**config.mk**
```make
export PLATFORM = sky130hd
export DESIGN_NAME = bar_arbiter
export DESIGN_NICKNAME = d
export VERILOG_FILES = /design/src/verilog/bar_arbiter.v
export VERILOG_INCLUDE_DIRS = /design/src /design/src/verilog
export SDC_FILE = /design/constraint.sdc
export NUM_CORES = 1
export LEC_CHECK = 0
export BUFFER_PORTS_ARGS = -buffer_cell sky130_fd_sc_hd__clkbuf_2
export CORE_MARGIN = 5
export CORE_UTILIZATION = 56
export CTS_BUF_LIST = sky130_fd_sc_hd__clkbuf_4 sky130_fd_sc_hd__clkbuf_8 sky130_fd_sc_hd__clkbuf_16
export CTS_CLUSTER_DIAMETER = 60
export DETAILED_ROUTE_END_ITERATION = 8
export GPL_TIMING_DRIVEN = 0
export HOLD_SLACK_MARGIN = 0.06
export PLACE_DENSITY = 0.85
export SLEW_MARGIN = 5
export SYNTH_ARGS = -nofsm -noshare
export SYNTH_HDL_FRONTEND = slang
export SYNTH_SLANG_ARGS = --single-unit
```
**constraint.sdc**
```tcl
create_clock -name clock_i -period 4.05 [get_ports clock_i]
set_clock_uncertainty 0.05 [all_clocks]
set_input_delay 0.2025 -clock clock_i [delete_from_list [all_inputs] [get_ports clock_i]]
set_output_delay 0.2025 -clock clock_i [all_outputs]
set_load 0.01 [all_outputs]
```
**src/verilog/bar_map.vh**
```
// constant definitions for the bus arbitration and release block
// assumes inclusion by the design module and the bench that use them
// Notes on behaviour
// released bus: outputs float, dma acks high
// sample request low on bus clock edge
// issue precharge-all before giving up bus
// controls high at cycle end, two+ cycles
// then drive acknowledge low to release
// request high sampled: ack high next cycle
// reclaim request low when enabled and needed
// reclaim request high at acknowledge rise
// insert 0..n-1 sync cycles, peripheral access
// system regs: read two, write three, unbuffered
// port function, watchdog: two/three, unbuffered
// port m, usb, serial: three, buffered
// external write buffer: two alone, then parallel
// peripheral write buffer: two alone, then parallel
// internal rank: dma, transfer controller, cpu
// external rank: refresh, release, access
// grant only highest; hold until withdrawn
// alternate cpu with streams when selected
// internal access, release, refresh run concurrently
// cpu yields at cycle end or sleep clock
// cpu never yields inside locked sequences
// block transfer may yield at write/read
// release only with enable and input buffer
// released: external cycle waits for withdrawal
// re-enable outputs before deferred cycles
`ifndef BAR_MAP_VH
`define BAR_MAP_VH
// register offsets on the plain port
`define BAR_OFS_CTRL 4'h0
`define BAR_OFS_STAT 4'h1
// control field positions
`define BAR_CTL_RELEASE_EN 0
`define BAR_CTL_ICR 1
`define BAR_CTL_RECLAIM_EN 2
`define BAR_CTL_EXT_WBUF 3
`define BAR_CTL_PER_WBUF 4
`define BAR_CTL_CPU_ALT 5
`define BAR_CTL_RESET 8'h00
// access cycle counts
`define BAR_SYS_RD_CYC 3'h2
`define BAR_SYS_WR_CYC 3'h3
`define BAR_PFW_RD_CYC 3'h2
`define BAR_PFW_WR_CYC 3'h3
`define BAR_PM_CYC 3'h3
`define BAR_OTH_CYC 3'h2
// minimum bus clocks counted from precharge-all before controls go high
`define BAR_REL_MIN_CYC 3'h2
// cycles a buffered write runs alone
`define BAR_WBUF_ALONE_CYC 2'h2
// peripheral register classes
`define BAR_CLS_SYS 2'h0
`define BAR_CLS_PFW 2'h1
`define BAR_CLS_PM 2'h2
`define BAR_CLS_OTH 2'h3
`endif
```
**src/verilog/bar_arbiter.v**
```verilog
// bus arbitration, external bus release handshake and write buffer pacing
// assumes single clock; the bus clock is an enable pulse; pins are tristated outside
//
// The implementer's own choices: the plain strobed port and the placing of the registers.
`timescale 1ns/1ns
`include "bar_map.vh"

module bar_arbiter #(
	parameter DIV_W = 3 // width of peripheral clock ratio field
) (
	// clock and reset
	input wire clock_i,
	input wire reset_i,
	input wire bus_clk_en_i, // one-cycle pulse per bus clock edge
	input wire per_clk_en_i, // one-cycle pulse per peripheral clock edge
	// register port
	input wire [3:0] reg_addr_i,
	input wire [7:0] reg_wdata_i,
	input wire reg_wr_i,
	input wire reg_rd_i,
	output reg [7:0] reg_rdata_o,
	// internal requesters
	input wire dma_req_i,
	input wire dma_ext_i, // dma wants external space
	input wire tc_req_i,
	input wire tc_ext_i,
	input wire cpu_req_i,
	input wire cpu_ext_i,
	input wire cpu_cycle_end_i, // cpu bus cycle boundary
	input wire cpu_sleep_i,
	input wire cpu_locked_i, // split, stack, transfer or rmw in progress
	input wire cpu_blk_yield_i, // block transfer at write or following read
	output wire dma_gnt_o,
	output wire tc_gnt_o,
	output wire cpu_gnt_o,
	// external arbiter side
	input wire refresh_req_i,
	input wire ext_cycle_busy_i, // external access cycle in progress
	output reg refresh_go_o,
	output reg ext_go_o,
	output reg precharge_all_cmd_o,
	// external bus release pins
	input wire ext_bus_request_n_i,
	output reg bus_ack_n_o,
	output reg bus_reclaim_request_n_o,
	output reg ctrl_high_o, // bus control outputs forced inactive
	output reg ext_out_en_o, // enable for address, data, strobes, dram
	output wire dma_ack_out_n_force_o, // dma acks held high while released
	// peripheral register access
	input wire per_acc_i,
	input wire per_wr_i,
	input wire [1:0] per_class_i,
	input wire [DIV_W-1:0] per_ratio_i, // n of 1:n
	output reg per_done_o,
	output wire per_buffered_o,
	// write buffers
	input wire ext_wr_run_i, // external write or single address dma
	input wire int_acc_i,
	input wire per_wr_run_i,
	input wire mem_acc_i,
	output wire int_go_o,
	output wire mem_go_o
);

////////////////////////////////////////////////////////////////////////
// registers and pin sampling

reg [7:0] ctrl_r; // software control
reg req_s1_r; // request pin synchroniser stage one
reg req_s2_r; // synchronised request
reg req_smp_r; // request level sampled on bus clock
wire release_ok; // release allowed by enables
wire rel_enb;
wire reclaim_enb;
wire ext_wbuf;
wire per_wbuf;
wire cpu_alt;

assign release_ok = ctrl_r[`BAR_CTL_RELEASE_EN] & ctrl_r[`BAR_CTL_ICR];
assign rel_enb = release_ok;
assign reclaim_enb = ctrl_r[`BAR_CTL_RECLAIM_EN];
assign ext_wbuf = ctrl_r[`BAR_CTL_EXT_WBUF];
assign per_wbuf = ctrl_r[`BAR_CTL_PER_WBUF];
assign cpu_alt = ctrl_r[`BAR_CTL_CPU_ALT];

// pin through two flops, then sampled on bus clock edges
always @(posedge clock_i or posedge reset_i) begin
	if (reset_i) begin
		req_s1_r <= 1'b1;
		req_s2_r <= 1'b1;
		req_smp_r <= 1'b1;
	end else begin
		req_s1_r <= ext_bus_request_n_i;
		req_s2_r <= req_s1_r;
		if (bus_clk_en_i)
			req_smp_r <= req_s2_r;
	end
end

////////////////////////////////////////////////////////////////////////
// release state machine

localparam ST_IDLE = 5'h01; // bus owned by device
localparam ST_PRECHARGE_ALL_CMD = 5'h02; // precharge-all issued
localparam ST_WAIT = 5'h04; // waiting for cycle end and minimum delay
localparam ST_REL = 5'h08; // bus released
localparam ST_BACK = 5'h10; // acknowledge back high, outputs re-enabled on leaving this state

reg [4:0] st_r;
reg [4:0] st_nxt;
reg [2:0] dly_r; // bus clocks since precharge-all issued, saturating at 7
wire req_low;

assign req_low = ~req_smp_r & rel_enb;

// next state, advanced on bus clock pulses
always @* begin
	st_nxt = st_r;
	case (st_r)
		ST_IDLE: begin
			if (req_low)
				st_nxt = ST_PRECHARGE_ALL_CMD;
		end
		ST_PRECHARGE_ALL_CMD: begin
			st_nxt = ST_WAIT;
		end
		ST_WAIT: begin
			// controls go high only after cycle end, at least two clocks
			if (!ext_cycle_busy_i && dly_r >= `BAR_REL_MIN_CYC)
				st_nxt = ST_REL;
		end
		ST_REL: begin
			if (req_smp_r)
				st_nxt = ST_BACK;
		end
		ST_BACK: begin
			st_nxt = ST_IDLE;
		end
		default: begin
			st_nxt = ST_IDLE;
		end
	endcase
end

// state, delay count and pin outputs
always @(posedge clock_i or posedge reset_i) begin
	if (reset_i) begin
		st_r <= ST_IDLE;
		dly_r <= 3'h0;
		bus_ack_n_o <= 1'b1;
		ctrl_high_o <= 1'b0;
		ext_out_en_o <= 1'b1;
		precharge_all_cmd_o <= 1'b0;
	end else begin
		precharge_all_cmd_o <= 1'b0;
		if (bus_clk_en_i) begin
			st_r <= st_nxt;
			if (st_r == ST_IDLE)
				dly_r <= 3'h0;
			else if (dly_r != 3'h7)
				dly_r <= dly_r + 3'h1;
			if (st_r == ST_IDLE && st_nxt == ST_PRECHARGE_ALL_CMD)
				precharge_all_cmd_o <= 1'b1;
			if (st_nxt == ST_REL && st_r == ST_WAIT)
				ctrl_high_o <= 1'b1;
			if (st_r == ST_REL && st_nxt == ST_REL && !ctrl_high_o == 1'b0) begin
				bus_ack_n_o <= 1'b0;
				ext_out_en_o <= 1'b0;
			end
			if (st_nxt == ST_BACK)
				bus_ack_n_o <= 1'b1;
			if (st_r == ST_BACK) begin
				ext_out_en_o <= 1'b1;
				ctrl_high_o <= 1'b0;
			end
		end
	end
end

assign dma_ack_out_n_force_o = ~ext_out_en_o;

////////////////////////////////////////////////////////////////////////
// external arbiter

wire int_ext_need; // granted internal master wants external space
wire released; // release in progress, from precharge-all until back in idle

assign released = (st_r != ST_IDLE);

// refresh first, then release, then external access
always @(posedge clock_i or posedge reset_i) begin
	if (reset_i) begin
		refresh_go_o <= 1'b0;
		ext_go_o <= 1'b0;
	end else begin
		refresh_go_o <= refresh_req_i & ~released;
		ext_go_o <= int_ext_need & ~refresh_req_i & ~released & ~req_low;
	end
end

// reclaim request while released; rises with acknowledge
// the end of release is decoded from the state so both pins rise on one edge
always @(posedge clock_i or posedge reset_i) begin
	if (reset_i)
		bus_reclaim_request_n_o <= 1'b1;
	else if (bus_clk_en_i && st_nxt == ST_BACK)
		bus_reclaim_request_n_o <= 1'b1;
	else if (bus_ack_n_o == 1'b0 && reclaim_enb && (int_ext_need | refresh_req_i))
		bus_reclaim_request_n_o <= 1'b0;
	else if (bus_ack_n_o == 1'b1)
		bus_reclaim_request_n_o <= 1'b1;
end

////////////////////////////////////////////////////////////////////////
// internal arbiter

localparam G_NONE = 3'h0;
localparam G_DMA = 3'h1;
localparam G_TC = 3'h2;
localparam G_CPU = 3'h4;

reg [2:0] gnt_r;
reg [2:0] gnt_nxt;
reg last_cpu_r; // cpu had the previous slot in alternate mode
wire cpu_can_yield;
wire hi_req;

assign hi_req = dma_req_i | tc_req_i;
// cpu hands over at a cycle end or in sleep, unless locked
assign cpu_can_yield = ((cpu_cycle_end_i | cpu_sleep_i) & ~cpu_locked_i) | cpu_blk_yield_i;

// grant selection; internal accesses are independent of release
always @* begin
	gnt_nxt = gnt_r;
	case (gnt_r)
		G_NONE: begin
			if (dma_req_i)
				gnt_nxt = G_DMA;
			else if (tc_req_i)
				gnt_nxt = G_TC;
			else if (cpu_req_i)
				gnt_nxt = G_CPU;
		end
		G_DMA: begin
			if (!dma_req_i)
				gnt_nxt = G_NONE;
			else if (cpu_alt && cpu_req_i && !last_cpu_r)
				gnt_nxt = G_CPU;
		end
		G_TC: begin
			if (dma_req_i)
				gnt_nxt = G_DMA;
			else if (!tc_req_i)
				gnt_nxt = G_NONE;
			else if (cpu_alt && cpu_req_i && !last_cpu_r)
				gnt_nxt = G_CPU;
		end
		G_CPU: begin
			if (hi_req && cpu_can_yield)
				gnt_nxt = dma_req_i ? G_DMA : G_TC;
			else if (!cpu_req_i && !cpu_locked_i)
				gnt_nxt = G_NONE;
		end
		default: begin
			gnt_nxt = G_NONE;
		end
	endcase
end

always @(posedge clock_i or posedge reset_i) begin
	if (reset_i) begin
		gnt_r <= G_NONE;
		last_cpu_r <= 1'b0;
	end else begin
		gnt_r <= gnt_nxt;
		if (gnt_nxt != gnt_r)
			last_cpu_r <= (gnt_nxt == G_CPU);
	end
end

assign dma_gnt_o = gnt_r[0];
assign tc_gnt_o = gnt_r[1];
assign cpu_gnt_o = gnt_r[2];
assign int_ext_need = (gnt_r[0] & dma_ext_i) | (gnt_r[1] & tc_ext_i) | (gnt_r[2] & cpu_ext_i);

////////////////////////////////////////////////////////////////////////
// peripheral register access timing

reg [2:0] per_cnt_r; // access cycles left
reg [DIV_W-1:0] sync_r; // sync cycles left, clock alignment
reg per_busy_r;
reg [2:0] acc_len;

// length by class; system and watchdog groups bypass the buffer
always @* begin
	case (per_class_i)
		`BAR_CLS_SYS: acc_len = per_wr_i ? `BAR_SYS_WR_CYC : `BAR_SYS_RD_CYC;
		`BAR_CLS_PFW: acc_len = per_wr_i ? `BAR_PFW_WR_CYC : `BAR_PFW_RD_CYC;
		`BAR_CLS_PM: acc_len = `BAR_PM_CYC;
		default: acc_len = `BAR_OTH_CYC;
	endcase
end

assign per_buffered_o = per_wbuf & per_wr_i & per_class_i[1];

// system class counts system clocks; others wait for the peripheral edge
always @(posedge clock_i or posedge reset_i) begin
	if (reset_i) begin
		per_cnt_r <= 3'h0;
		sync_r <= {DIV_W{1'b0}};
		per_busy_r <= 1'b0;
		per_done_o <= 1'b0;
	end else begin
		per_done_o <= 1'b0;
		if (per_acc_i && !per_busy_r) begin
			per_busy_r <= 1'b1;
			per_cnt_r <= acc_len;
			// up to n-1 cycles until the next peripheral clock edge
			sync_r <= (per_class_i == `BAR_CLS_SYS) ? {DIV_W{1'b0}} : per_ratio_i - 1'b1;
		end else if (per_busy_r) begin
			if (sync_r != {DIV_W{1'b0}} && !per_clk_en_i)
				sync_r <= sync_r - 1'b1;
			else if (sync_r != {DIV_W{1'b0}})
				sync_r <= {DIV_W{1'b0}};
			else if (per_class_i == `BAR_CLS_SYS || per_clk_en_i) begin
				if (per_cnt_r == 3'h1) begin
					per_busy_r <= 1'b0;
					per_done_o <= 1'b1;
				end
				per_cnt_r <= per_cnt_r - 3'h1;
			end
		end
	end
end

////////////////////////////////////////////////////////////////////////
// write data buffer pacing

reg [1:0] ext_run_r; // cycles the external write has run alone
reg [1:0] per_run_r;

always @(posedge clock_i or posedge reset_i) begin
	if (reset_i) begin
		ext_run_r <= 2'h0;
		per_run_r <= 2'h0;
	end else begin
		if (!ext_wr_run_i)
			ext_run_r <= 2'h0;
		else if (ext_run_r != `BAR_WBUF_ALONE_CYC)
			ext_run_r <= ext_run_r + 2'h1;
		if (!per_wr_run_i)
			per_run_r <= 2'h0;
		else if (per_run_r != `BAR_WBUF_ALONE_CYC)
			per_run_r <= per_run_r + 2'h1;
	end
end

// internal access waits for the write unless the buffer is enabled and two cycles have run alone
assign int_go_o = int_acc_i & (~ext_wr_run_i | (ext_wbuf & ext_run_r == `BAR_WBUF_ALONE_CYC));
assign mem_go_o = mem_acc_i & (~per_wr_run_i | (per_wbuf & per_run_r == `BAR_WBUF_ALONE_CYC));

////////////////////////////////////////////////////////////////////////
// register port

always @(posedge clock_i or posedge reset_i) begin
	if (reset_i) begin
		ctrl_r <= `BAR_CTL_RESET;
		reg_rdata_o <= 8'h00;
	end else begin
		reg_rdata_o <= 8'h00;
		if (reg_wr_i && reg_addr_i == `BAR_OFS_CTRL)
			ctrl_r <= reg_wdata_i;
		if (reg_rd_i) begin
			case (reg_addr_i)
				`BAR_OFS_CTRL: reg_rdata_o <= ctrl_r;
				`BAR_OFS_STAT: reg_rdata_o <= {gnt_r, bus_reclaim_request_n_o, bus_ack_n_o, released, req_smp_r, per_busy_r};
				default: reg_rdata_o <= 8'h00;
			endcase
		end
	end
end

endmodule

```
[Yosys cells after proc, flatten, opt, wreduce, memory -nomap -nowiden]
Index checks and enable logic that the tools add are counted.
Cells by class
  muxes and demuxes: 57
  magnitude comparators: 1
  shifts and indexed selects: 0
  bitwise gates (word level): 33
  $add $sub $neg: 6
  equality and inequality tests: 27
  $mul: 0
  divide/modulo/power cells: 0
  reduce and logical (&&, ||, !) cells: 41
Operators with widths (count)
  2-to-1 mux 3 bit: 21
  2-to-1 mux 1 bit: 23
  case mux 5 bit (4 select lines): 1
  AND 1 bit: 16
  case mux 8 bit (2 select lines): 1
  logical AND 1 bit: 15
  2-to-1 mux 5 bit: 3
  case mux 3 bit (4 select lines): 1
  nonzero test 2 bit: 6
  == test 5 x 2 -> 1 bit, second input constant: 2
  == test 5 x 4 -> 1 bit, second input constant: 2
  == test 5 bit, second input constant: 2
  2-to-1 mux 2 bit: 5
  AND reduction 2 bit: 5
  inverter 1 bit: 9
  nonzero test 3 bit: 3
  subtractor 3 x 1 -> 3 bit, second input constant: 3
  2-to-1 mux 8 bit: 1
  inequality test 2 bit, second input constant: 4
  OR 1 bit: 8
  == test 2 bit, second input constant: 3
  == test 3 x 1 -> 1 bit, second input constant: 2
  == test 3 bit, second input constant: 2
  logical NOT 1 bit: 6
  other kinds (19): 21
Word-level totals
  latch bits: 0
  memories kept: 0
  flip-flop bits (word level): 50
  logic and storage cells: 187
  output and inout bits: 23
  RAM bits: 0
  ROM bits: 0
  input bits: 42

[Longest topological paths before layout]
Gate-level depths: netlist of the first run.
  depth in word-level cells: 9
  depth in mapped cells: 7
  mapped depth without buffers: 7

[Worst setup path before layout of the first run]
OpenSTA, ideal clock, no wires.
  kind: reg2reg
  start: reg dly_r[0]
  end: reg bus_ack_n_o
  arrival: 1.814 ns
  period minus slack after synthesis: 1.943 ns
  path buffers: 0
  library setup time: 0.079 ns
  setup slack: 2.107 ns
  data required time: 3.921 ns
  cell stages (with the launch flop): 8
  cell sequence: dfrtp_1 > inv_1 > ha_1 > nor3_1 > or4b_4 > a2111oi_4 > nand3_1 > a22o_2
On the way
  word-level cells in the longest chain between the ends: 9
  elaborated cells on any way between the ends: 11
  classes of those cells: order compare: 1; eq/ne: 2; mux: 3; reduce/logical: 5
RTL lines
  from (decl): line bar_arbiter.v:111  | reg [2:0] dly_r;
  from (signal assigned): line bar_arbiter.v:161  | dly_r <= dly_r + 3'h1;
  greater-or-equal comparator 3 x 2 -> 1 bit (no line) *
  logical AND 1 bit (no line) *
  2-to-1 mux 5 bit *: line bar_arbiter.v:129  | if (!ext_cycle_busy_i && dly_r >= `BAR_REL_MIN_CYC)
  case mux 5 bit (4 select lines) *: line bar_arbiter.v:119  | case (st_r)
  == test 5 x 4 -> 1 bit: line bar_arbiter.v:166  | if (st_r == ST_REL && st_nxt == ST_REL && !ctrl_high_o == 1'b0) begin
  logical AND 1 bit (2 in series): line bar_arbiter.v:166
  nonzero test 2 bit (no line)
  AND reduction 2 bit (no line)
  to (signal assigned): line bar_arbiter.v:150  | bus_ack_n_o <= 1'b1;
  to (signal assigned): line bar_arbiter.v:167  | bus_ack_n_o <= 1'b0;
  to (signal assigned): line bar_arbiter.v:171  | bus_ack_n_o <= 1'b1;
  to (decl): line bar_arbiter.v:44  | output reg bus_ack_n_o,
Mark *: on every way between the ends. The rest lies on a longest branch, timed or not.
A chain may end at the register's enable or synchronous reset.

[Final worst setup path of the first run]
Ends and elaborated chain as after synthesis.

==> results of run 1 <==
## cells by family (layout without fill, tap and decap cells)
group	Yosys count	after routing
and+or+nand+nor	78	78
AOI/OAI and AO/OA	55	55
DFF	50	50
buffers and inverters	28	103
muxes	12	12
adders and majority gates	10	10
xor gates and xnor gates	6	6
## report_power, final
| part | switching [uW] | total, uW | leakage (uW) | internal, uW |
|---|---|---|---|---|
| registers | 56.3 | 641 | 0.000637 | 584 |
| clock network | 159 | 287 | 0.0000486 | 129 |
| logic | 200 | 378 | 0.000836 | 178 |
## registers in the layout (all words and copies together) (netlist names), 3 cells and up
register     count
per_cnt_r        3
gnt_r            3
ctrl_r           8
st_r             5
dly_r            3
reg_rdata_o      8
sync_r           3
## placed cells by master (no fill, tap or decap), drive strengths merged, types with 6 or more instances in the layout
cell,synthesis,routed
dfstp,7,7
clkbuf,4,73
nor2b,10,10
a22oi,8,8
ha,10,10
and2,6,6
mux2,11,11
inv,22,22
nor2,19,19
nand2,19,19
dfrtp,43,43
o21ai,13,13
## worst max path at each step
| stage | slack (ns) | start | cells past startpoint | end |
|---|---|---|---|---|
| floorplan | 2.11 | dly_r[0] | 7 | bus_ack_n_o |
| global placement | 2.00 | reg_addr_i[1] | 4 | ctrl_r[6] |
| detailed placement | 1.99 | reg_addr_i[1] | 4 | ctrl_r[4] |
| CTS | 1.99 | dly_r[0] | 7 | bus_ack_n_o |
| global route | 1.89 | dly_r[0] | 7 | ctrl_high_o |
| finish | 2.00 | dly_r[0] | 7 | bus_ack_n_o |
## stage by stage
stage / setup slack [ns] / cells / util
final: 2.00 / 366 / 0.699
after global routing: 1.89 / 366 / 0.699
after CTS: 1.99 / 366 / 0.698
after detailed placement: 1.99 / 355 / 0.670
after global placement: 2.00 / 354 / 0.666
after floorplan: 2.11 / 239 / -
## critical path: cells and delay by family (launching register included)
kind                     cells  cell delay, ns
adder cells (fa/ha/maj)      1            0.14
buffers and inverters        1            0.08
AO/OA/AOI/OAI                2            0.62
AND/OR/NAND/NOR              3            0.72
flip-flops                   1            0.38
## layer usage
layer | track usage | vias up | part of all wire | wire length (um)
li1 | - | 995 | - | -
met1 | 0.235 | 981 | 0.43 | 2220
met2 | 0.313 | 52 | 0.51 | 2660
met3 | 0.0445 | 4 | 0.061 | 321
met4 | 0.0481 | 0 | 0.0027 | 14
met5 | 0 | - | 0 | 0
## cell type report
type,count,share of cell area
buffer,6,0.00945
clock buffer,6,0.0251
clock inverter,2,0.00452
inverter,22,0.0271
multi-input combinational,161,0.379
sequential,50,0.414
tap,52,0.0214
timing repair buffer,67,0.120
==> flow_summary.json, run 1 <==
{
  "status": "completed",
  "seq_area_frac_synth": 0.500,
  "cp_slowest_stage_delay_ns": 0.50,
  "synthSimpleGateAreaFrac": 0.169,
  "criticalPathCategory": "reg -> reg",
  "synth_seq_cells": 50,
  "power.density_cell_area_mw_per_mm2": 429,
  "synth_xor_area_frac": 0.0209,
  "worstHoldEndpoint": "ctrl_r[1]",
  "final-setup-viol-count": 0,
  "ff_latch_area_mm2": 0.00126,
  "fp.dieArea_mm2": 0.00594,
  "numnets_final": 365,
  "maxClockFrequency_ghz": 0.488,
  "post_cts_hold_buffer_count": 3,
  "type_of_element_capturing_the_critical_path": "flop",
  "fin_total_pwr_uw": 1310,
  "ant_nets": 0,
  "count_of_boundary_i_o_pins": 65,
  "dieHeight_um": 77.1,
  "areaGrowthSynthToFinish_pct": 20.9,
  "ff2ff_path_depth": 7,
  "post-dp-hpwl_mm": 4.07,
  "htree_num_levels": 2,
  "post_cts_resized": 0,
  "post-synth-top-area-fraction": 0.427,
  "yosys-top-cells-count": "43 x dfrtp_1, 22 x inv_1, 19 x nand2_1, 19 x nor2_1, 13 x o21ai_0",
  "min_delay_path_depth": 2,
  "postCtsSetupRepairBufs": 0,
  "final_max_slew_viol_count": 0,
  "grt_pass1_wl_mm": 8.96,
  "core_mm2": 0.00435,
  "hp-class": "in -> reg",
  "cell_at_the_root_of_the_clock_tree": "clkbuf_8",
  "fin_setup_tns_ns": 0,
  "final_routed_wirelength_across_all_metal_layers_mm": 5.22,
  "layout_cell_area_excl_fill_mm2": 0.00305,
  "synth_ff_type": "dfrtp_1",
  "period_minus_slack_ns": 2.05,
  "cp_slowest_cell": "or4b_4",
  "synth_top_family_by_area": "simple AND/OR/NAND/NOR gates",
  "gp_congestion": 0.859,
  "synth.largest_area_cell": "dfrtp_1",
  "report.final.hold_viol_count": 0,
  "timing.max_slew.rel_slack": 0.462,
  "post-synth-top-count-cell": "dfrtp_1",
  "critPathLaunchType": "flop",
  "dpl_cell_area_mm2": 0.00292,
  "drt-pass1-iter-count": 4,
  "drt-vias-per-instance": 5.55,
  "r2r_setup_slack_ns": 2.00,
  "worst_slew_pin_slew_ns": 0.800,
  "post-route-period-util": 0.506,
  "clock_path_buffers": 2,
  "number_of_synthesized_flops_with_an_enable_pin": 0,
  "synth_area_leaders": "dfrtp_1 43%, dfstp_2 7.3%, ha_1 5.0%, mux2_2 4.9%, inv_1 3.3%",
  "synth-compound-area-share": 0.162,
  "groute.usage.overall": 0.184,
  "fraction_of_registers_with_async_set_reset": 1.00,
  "grt_antenna_before_repair": 0,
  "cts_inserted_buffers": 5,
  "yosys.area_share.adder": 0.0497,
  "timing.critical_path.required_ns": 4.24,
  "synth_warnings": 0,
  "synthesis.nets": 291,
  "synth_mux_area_frac": 0.0532,
  "launch_point_of_the_worst_reg_to_reg_path": "dly_r[0]",
  "drv_cap": 0,
  "yosys.cell_types.count": 52,
  "routed-via-count": 2032,
  "insertion_delay_of_the_later_clocked_pin_in_the_worst_skew_pair_ns": 0.30,
  "die-width_um": 77.1,
  "p_leak_uw": 0.00152,
  "grt_pass1_vias": 2024,
  "r2r_end": "bus_ack_n_o",
  "floorplan.initialDensity": 0.578,
  "buffer_ports.inserted": 63,
  "cts_clk_pin_slew_worst_paths_ns": 0.09,
  "multi_input_area_mm2": 0.00115,
  "final_layout_size_suffix_gt1_frac": 0.325,
  "netlist_instances": 239,
  "grt_overflow": 0,
  "critPathArrivalTime_ns": 2.24,
  "syn-mean-instance-area_um2": 10.5,
  "ir_worst_vdd_uv": 173,
  "drc_errors": 0,
  "std_cell_rows": 24,
  "clock-sinks": 50,
  "critical_path_peak_fanout": 3,
  "grt_setup_unrepaired": "false",
  "crit_path_cell_trace": "inv_1 -> ha_1 -> nor3_1 -> or4b_4 -> a2111oi_4 -> nand3_1 -> a22o_2",
  "grt_start_max_net_pins": 40,
  "drt_iter0_drc": 144,
  "antenna_cells": 0,
  "syn-cell-area_mm2": 0.00252,
  "fillerInstances": 346,
  "post_drt_wl_per_cell_um": 14.3,
  "cts_tree": "done",
  "timing.hold.ws_ns": 0.0751,
  "worst_hold_startpoint": "reg_wdata_i[1]"
}
No activity file was read; power rests on OpenSTA's default activity.
==> run 2: changes to the inputs <==
Settings changed: CORE_UTILIZATION 56 to 47, PLACE_DENSITY 0.85 to 0.76.
Clock period 4.05 ns to 1.65 ns, I/O delays scaled along.
==> run 2 against run 1 <==
  * The flow now finishes with violations (negative setup slack)
  * Routed wire length is 15% higher
  * Global-route usage shrank 1.3 points
  * Sequential share of layout area down 4.8 points
  * Clock power grew to 3.0 times the previous value
  * Die area increased by 17%
  * Critical path depth unchanged
  * Register-to-register slack worse by 2.3 ns
  * Largest power group unchanged
  * Highest routed layer unchanged
==> flow_summary.json, run 2 (synthesis results as in run 1) <==
{
  "p_switching_uw": 1110,
  "reg.largest.list": "ctrl_r: 8 flops, reg_rdata_o: 8 flops, st_r: 5 flops",
  "drv_cap": 0,
  "grt_start_max_net_pins": 41,
  "insertion_delay_of_the_later_clocked_pin_in_the_worst_skew_pair_ns": 0.31,
  "p_comb_frac": 0.320,
  "layout.cells.most_common_list": "64 x clkbuf_2, 43 x dfrtp_1, 19 x nand2_1",
  "core_mm2": 0.00517,
  "dp_worst_setup_slack_ns": -0.319,
  "critical_path_peak_fanout": 3,
  "p_leak_uw": 0.00168,
  "final_routed_wirelength_across_all_metal_layers_mm": 5.99,
  "switching_share": 0.310,
  "drt-vias-per-instance": 5.33,
  "numnets_final": 389,
  "final_max_slew_viol_count": 0,
  "ant_nets": 0,
  "maxClockFrequency_ghz": 0.506,
  "clock_path_buffers": 2,
  "globalRouteMet3Util": 0.0386,
  "power.density_cell_area_mw_per_mm2": 1040,
  "final_layout_size_suffix_gt1_frac": 0.391,
  "final-setup-viol-count": 6,
  "drc_errors": 0,
  "status": "complete, but fails checks",
  "fin_total_pwr_uw": 3590,
  "grt_pass1_wl_mm": 9.63,
  "cell_at_the_root_of_the_clock_tree": "clkbuf_8",
  "cts_tree": "done",
  "r2r_setup_slack_ns": -0.32,
  "die-width_um": 83.2,
  "grt_overflow": 0,
  "layout_commonest_cell": "clkbuf_2",
  "drt_iter0_drc": 71,
  "ir_worst_vdd_uv": 542,
  "dieHeight_um": 83.2,
  "cts_clk_pin_slew_worst_paths_ns": 0.09,
  "clock-sinks": 50,
  "gr-usage-met1": 0.207,
  "floorplan.initialDensity": 0.487,
  "criticalPathCategory": "reg -> reg",
  "ff2ff_path_depth": 7,
  "drt-pass1-iter-count": 4,
  "groute.usage.overall": 0.171,
  "antenna_cells": 0,
  "globalRoute.busiestLayer": "met2",
  "timing.max_slew.rel_slack": 0.518,
  "post-dp-hpwl_mm": 3.95,
  "critPathLaunchType": "flop",
  "grt_setup_unrepaired": "true",
  "post_drt_wl_per_cell_um": 14.7,
  "type_of_element_capturing_the_critical_path": "flop",
  "timing.hold.ws_ns": 0.0702,
  "gp_congestion": 0.944,
  "std_cell_rows": 26,
  "min_delay_path_depth": 4,
  "gr-usage-met2": 0.286,
  "critPathArrivalTime_ns": 2.17,
  "setup_ws_ns": -0.324,
  "worst_slew_pin_slew_ns": 0.721,
  "count_of_boundary_i_o_pins": 65,
  "timing.critical_path.required_ns": 1.84,
  "buffer_ports.inserted": 63,
  "intPower_uw": 2480,
  "grt_antenna_before_repair": 0,
  "fp.dieArea_mm2": 0.00692,
  "report.final.hold_viol_count": 0,
  "areaGrowthSynthToFinish_pct": 36.9,
  "period_minus_slack_ns": 1.97,
  "violations_in_the_final_reports": "negative setup slack",
  "post-route-period-util": 1.20,
  "p_seq_frac": 0.444,
  "cts_inserted_buffers": 5,
  "clkPwrFrac": 0.236,
  "htree_num_levels": 2,
  "routed-via-count": 2173,
  "hp-class": "in -> reg",
  "grt_pass1_vias": 2121
}
## run 2: changes by cell type in the layout (fill, tap and decap cells not counted), moves of 3 or more
| cell | delta |
|---|---|
| buf_4 | +10 |
| dlygate4sd3_1 | +15 |
| ha_1 | -3 |
| inv_1 | -3 |
| inv_2 | +3 |
| nor3_1 | -4 |
| nor3_2 | +4 |
## run 2: metrics by stage
stage / instances / utilization / area, um^2 / TNS, ns
after detailed placement: 373 / 0.576 / 2980 / -3.53
final: 408 / 0.666 / 3450 / -1.25
after CTS: 403 / 0.644 / 3330 / -1.34
after global placement: 372 / 0.572 / 2960 / -14.95
after global routing: 408 / 0.666 / 3450 / -1.81
after floorplan: 239 / - / 2550 / -0.817
## run 2: area by class of cell
type,instances,area (um^2)
fillers,404,1730
repair buffers,92,591
clock buffers,5,68.8
clock inverters,3,40.0
plain buffers,5,42.5
well taps,70,87.6
inverters,22,82.6
multi-input cells,161,1270
flip-flops and latches,50,1260
## run 2: path summary, 6_finish.rpt
path,from,endpoint
min in group asynchronous,reset_i,dly_r[0]
max in group asynchronous,reset_i,bus_reclaim_request_n_o
max,dly_r[0],bus_ack_n_o
min,per_class_i[0],per_cnt_r[0]
max reg2reg,dly_r[0],bus_ack_n_o
min reg2reg,req_s1_r,req_s2_r
## run 2: critical path, cell delays in order (launching register included)
cell	delay, ns
dfrtp_1	0.40
inv_2	0.09
ha_4	0.13
nor3_2	0.04
or4b_4	0.49
a2111oi_4	0.34
nand3_1	0.15
a22o_2	0.22
## run 2: timing repair
item / 4_1_cts / 5_1_grt
hold buffers: 19 / 0
hold endpoints to repair: 73 / 0
setup endpoints to repair: 10 / 26
pin swaps: 4 / 11
resized for setup: 7 / 18
setup buffers: 3 / 7
## run 2: metal layers
layer | vias to the layer above | part of all wire | routed length [um]
met5 | - | 0 | 0
met1 | 1057 | 0.42 | 2540
met2 | 58 | 0.50 | 2990
met4 | 0 | 0.027 | 163
met3 | 12 | 0.049 | 294
li1 | 1046 | - | -
## run 2: power groups by stage
| stage | combinational [uW] | sequential [uW] | clock [uW] |
|---|---|---|---|
| after floorplan | 689 | 1570 | 0 |
| after global placement | 889 | 1590 | 0 |
| after detailed placement | 932 | 1590 | 0 |
| after CTS | 1070 | 1570 | 865 |
| after global routing | 1280 | 1620 | 926 |
| final | 1150 | 1600 | 848 |
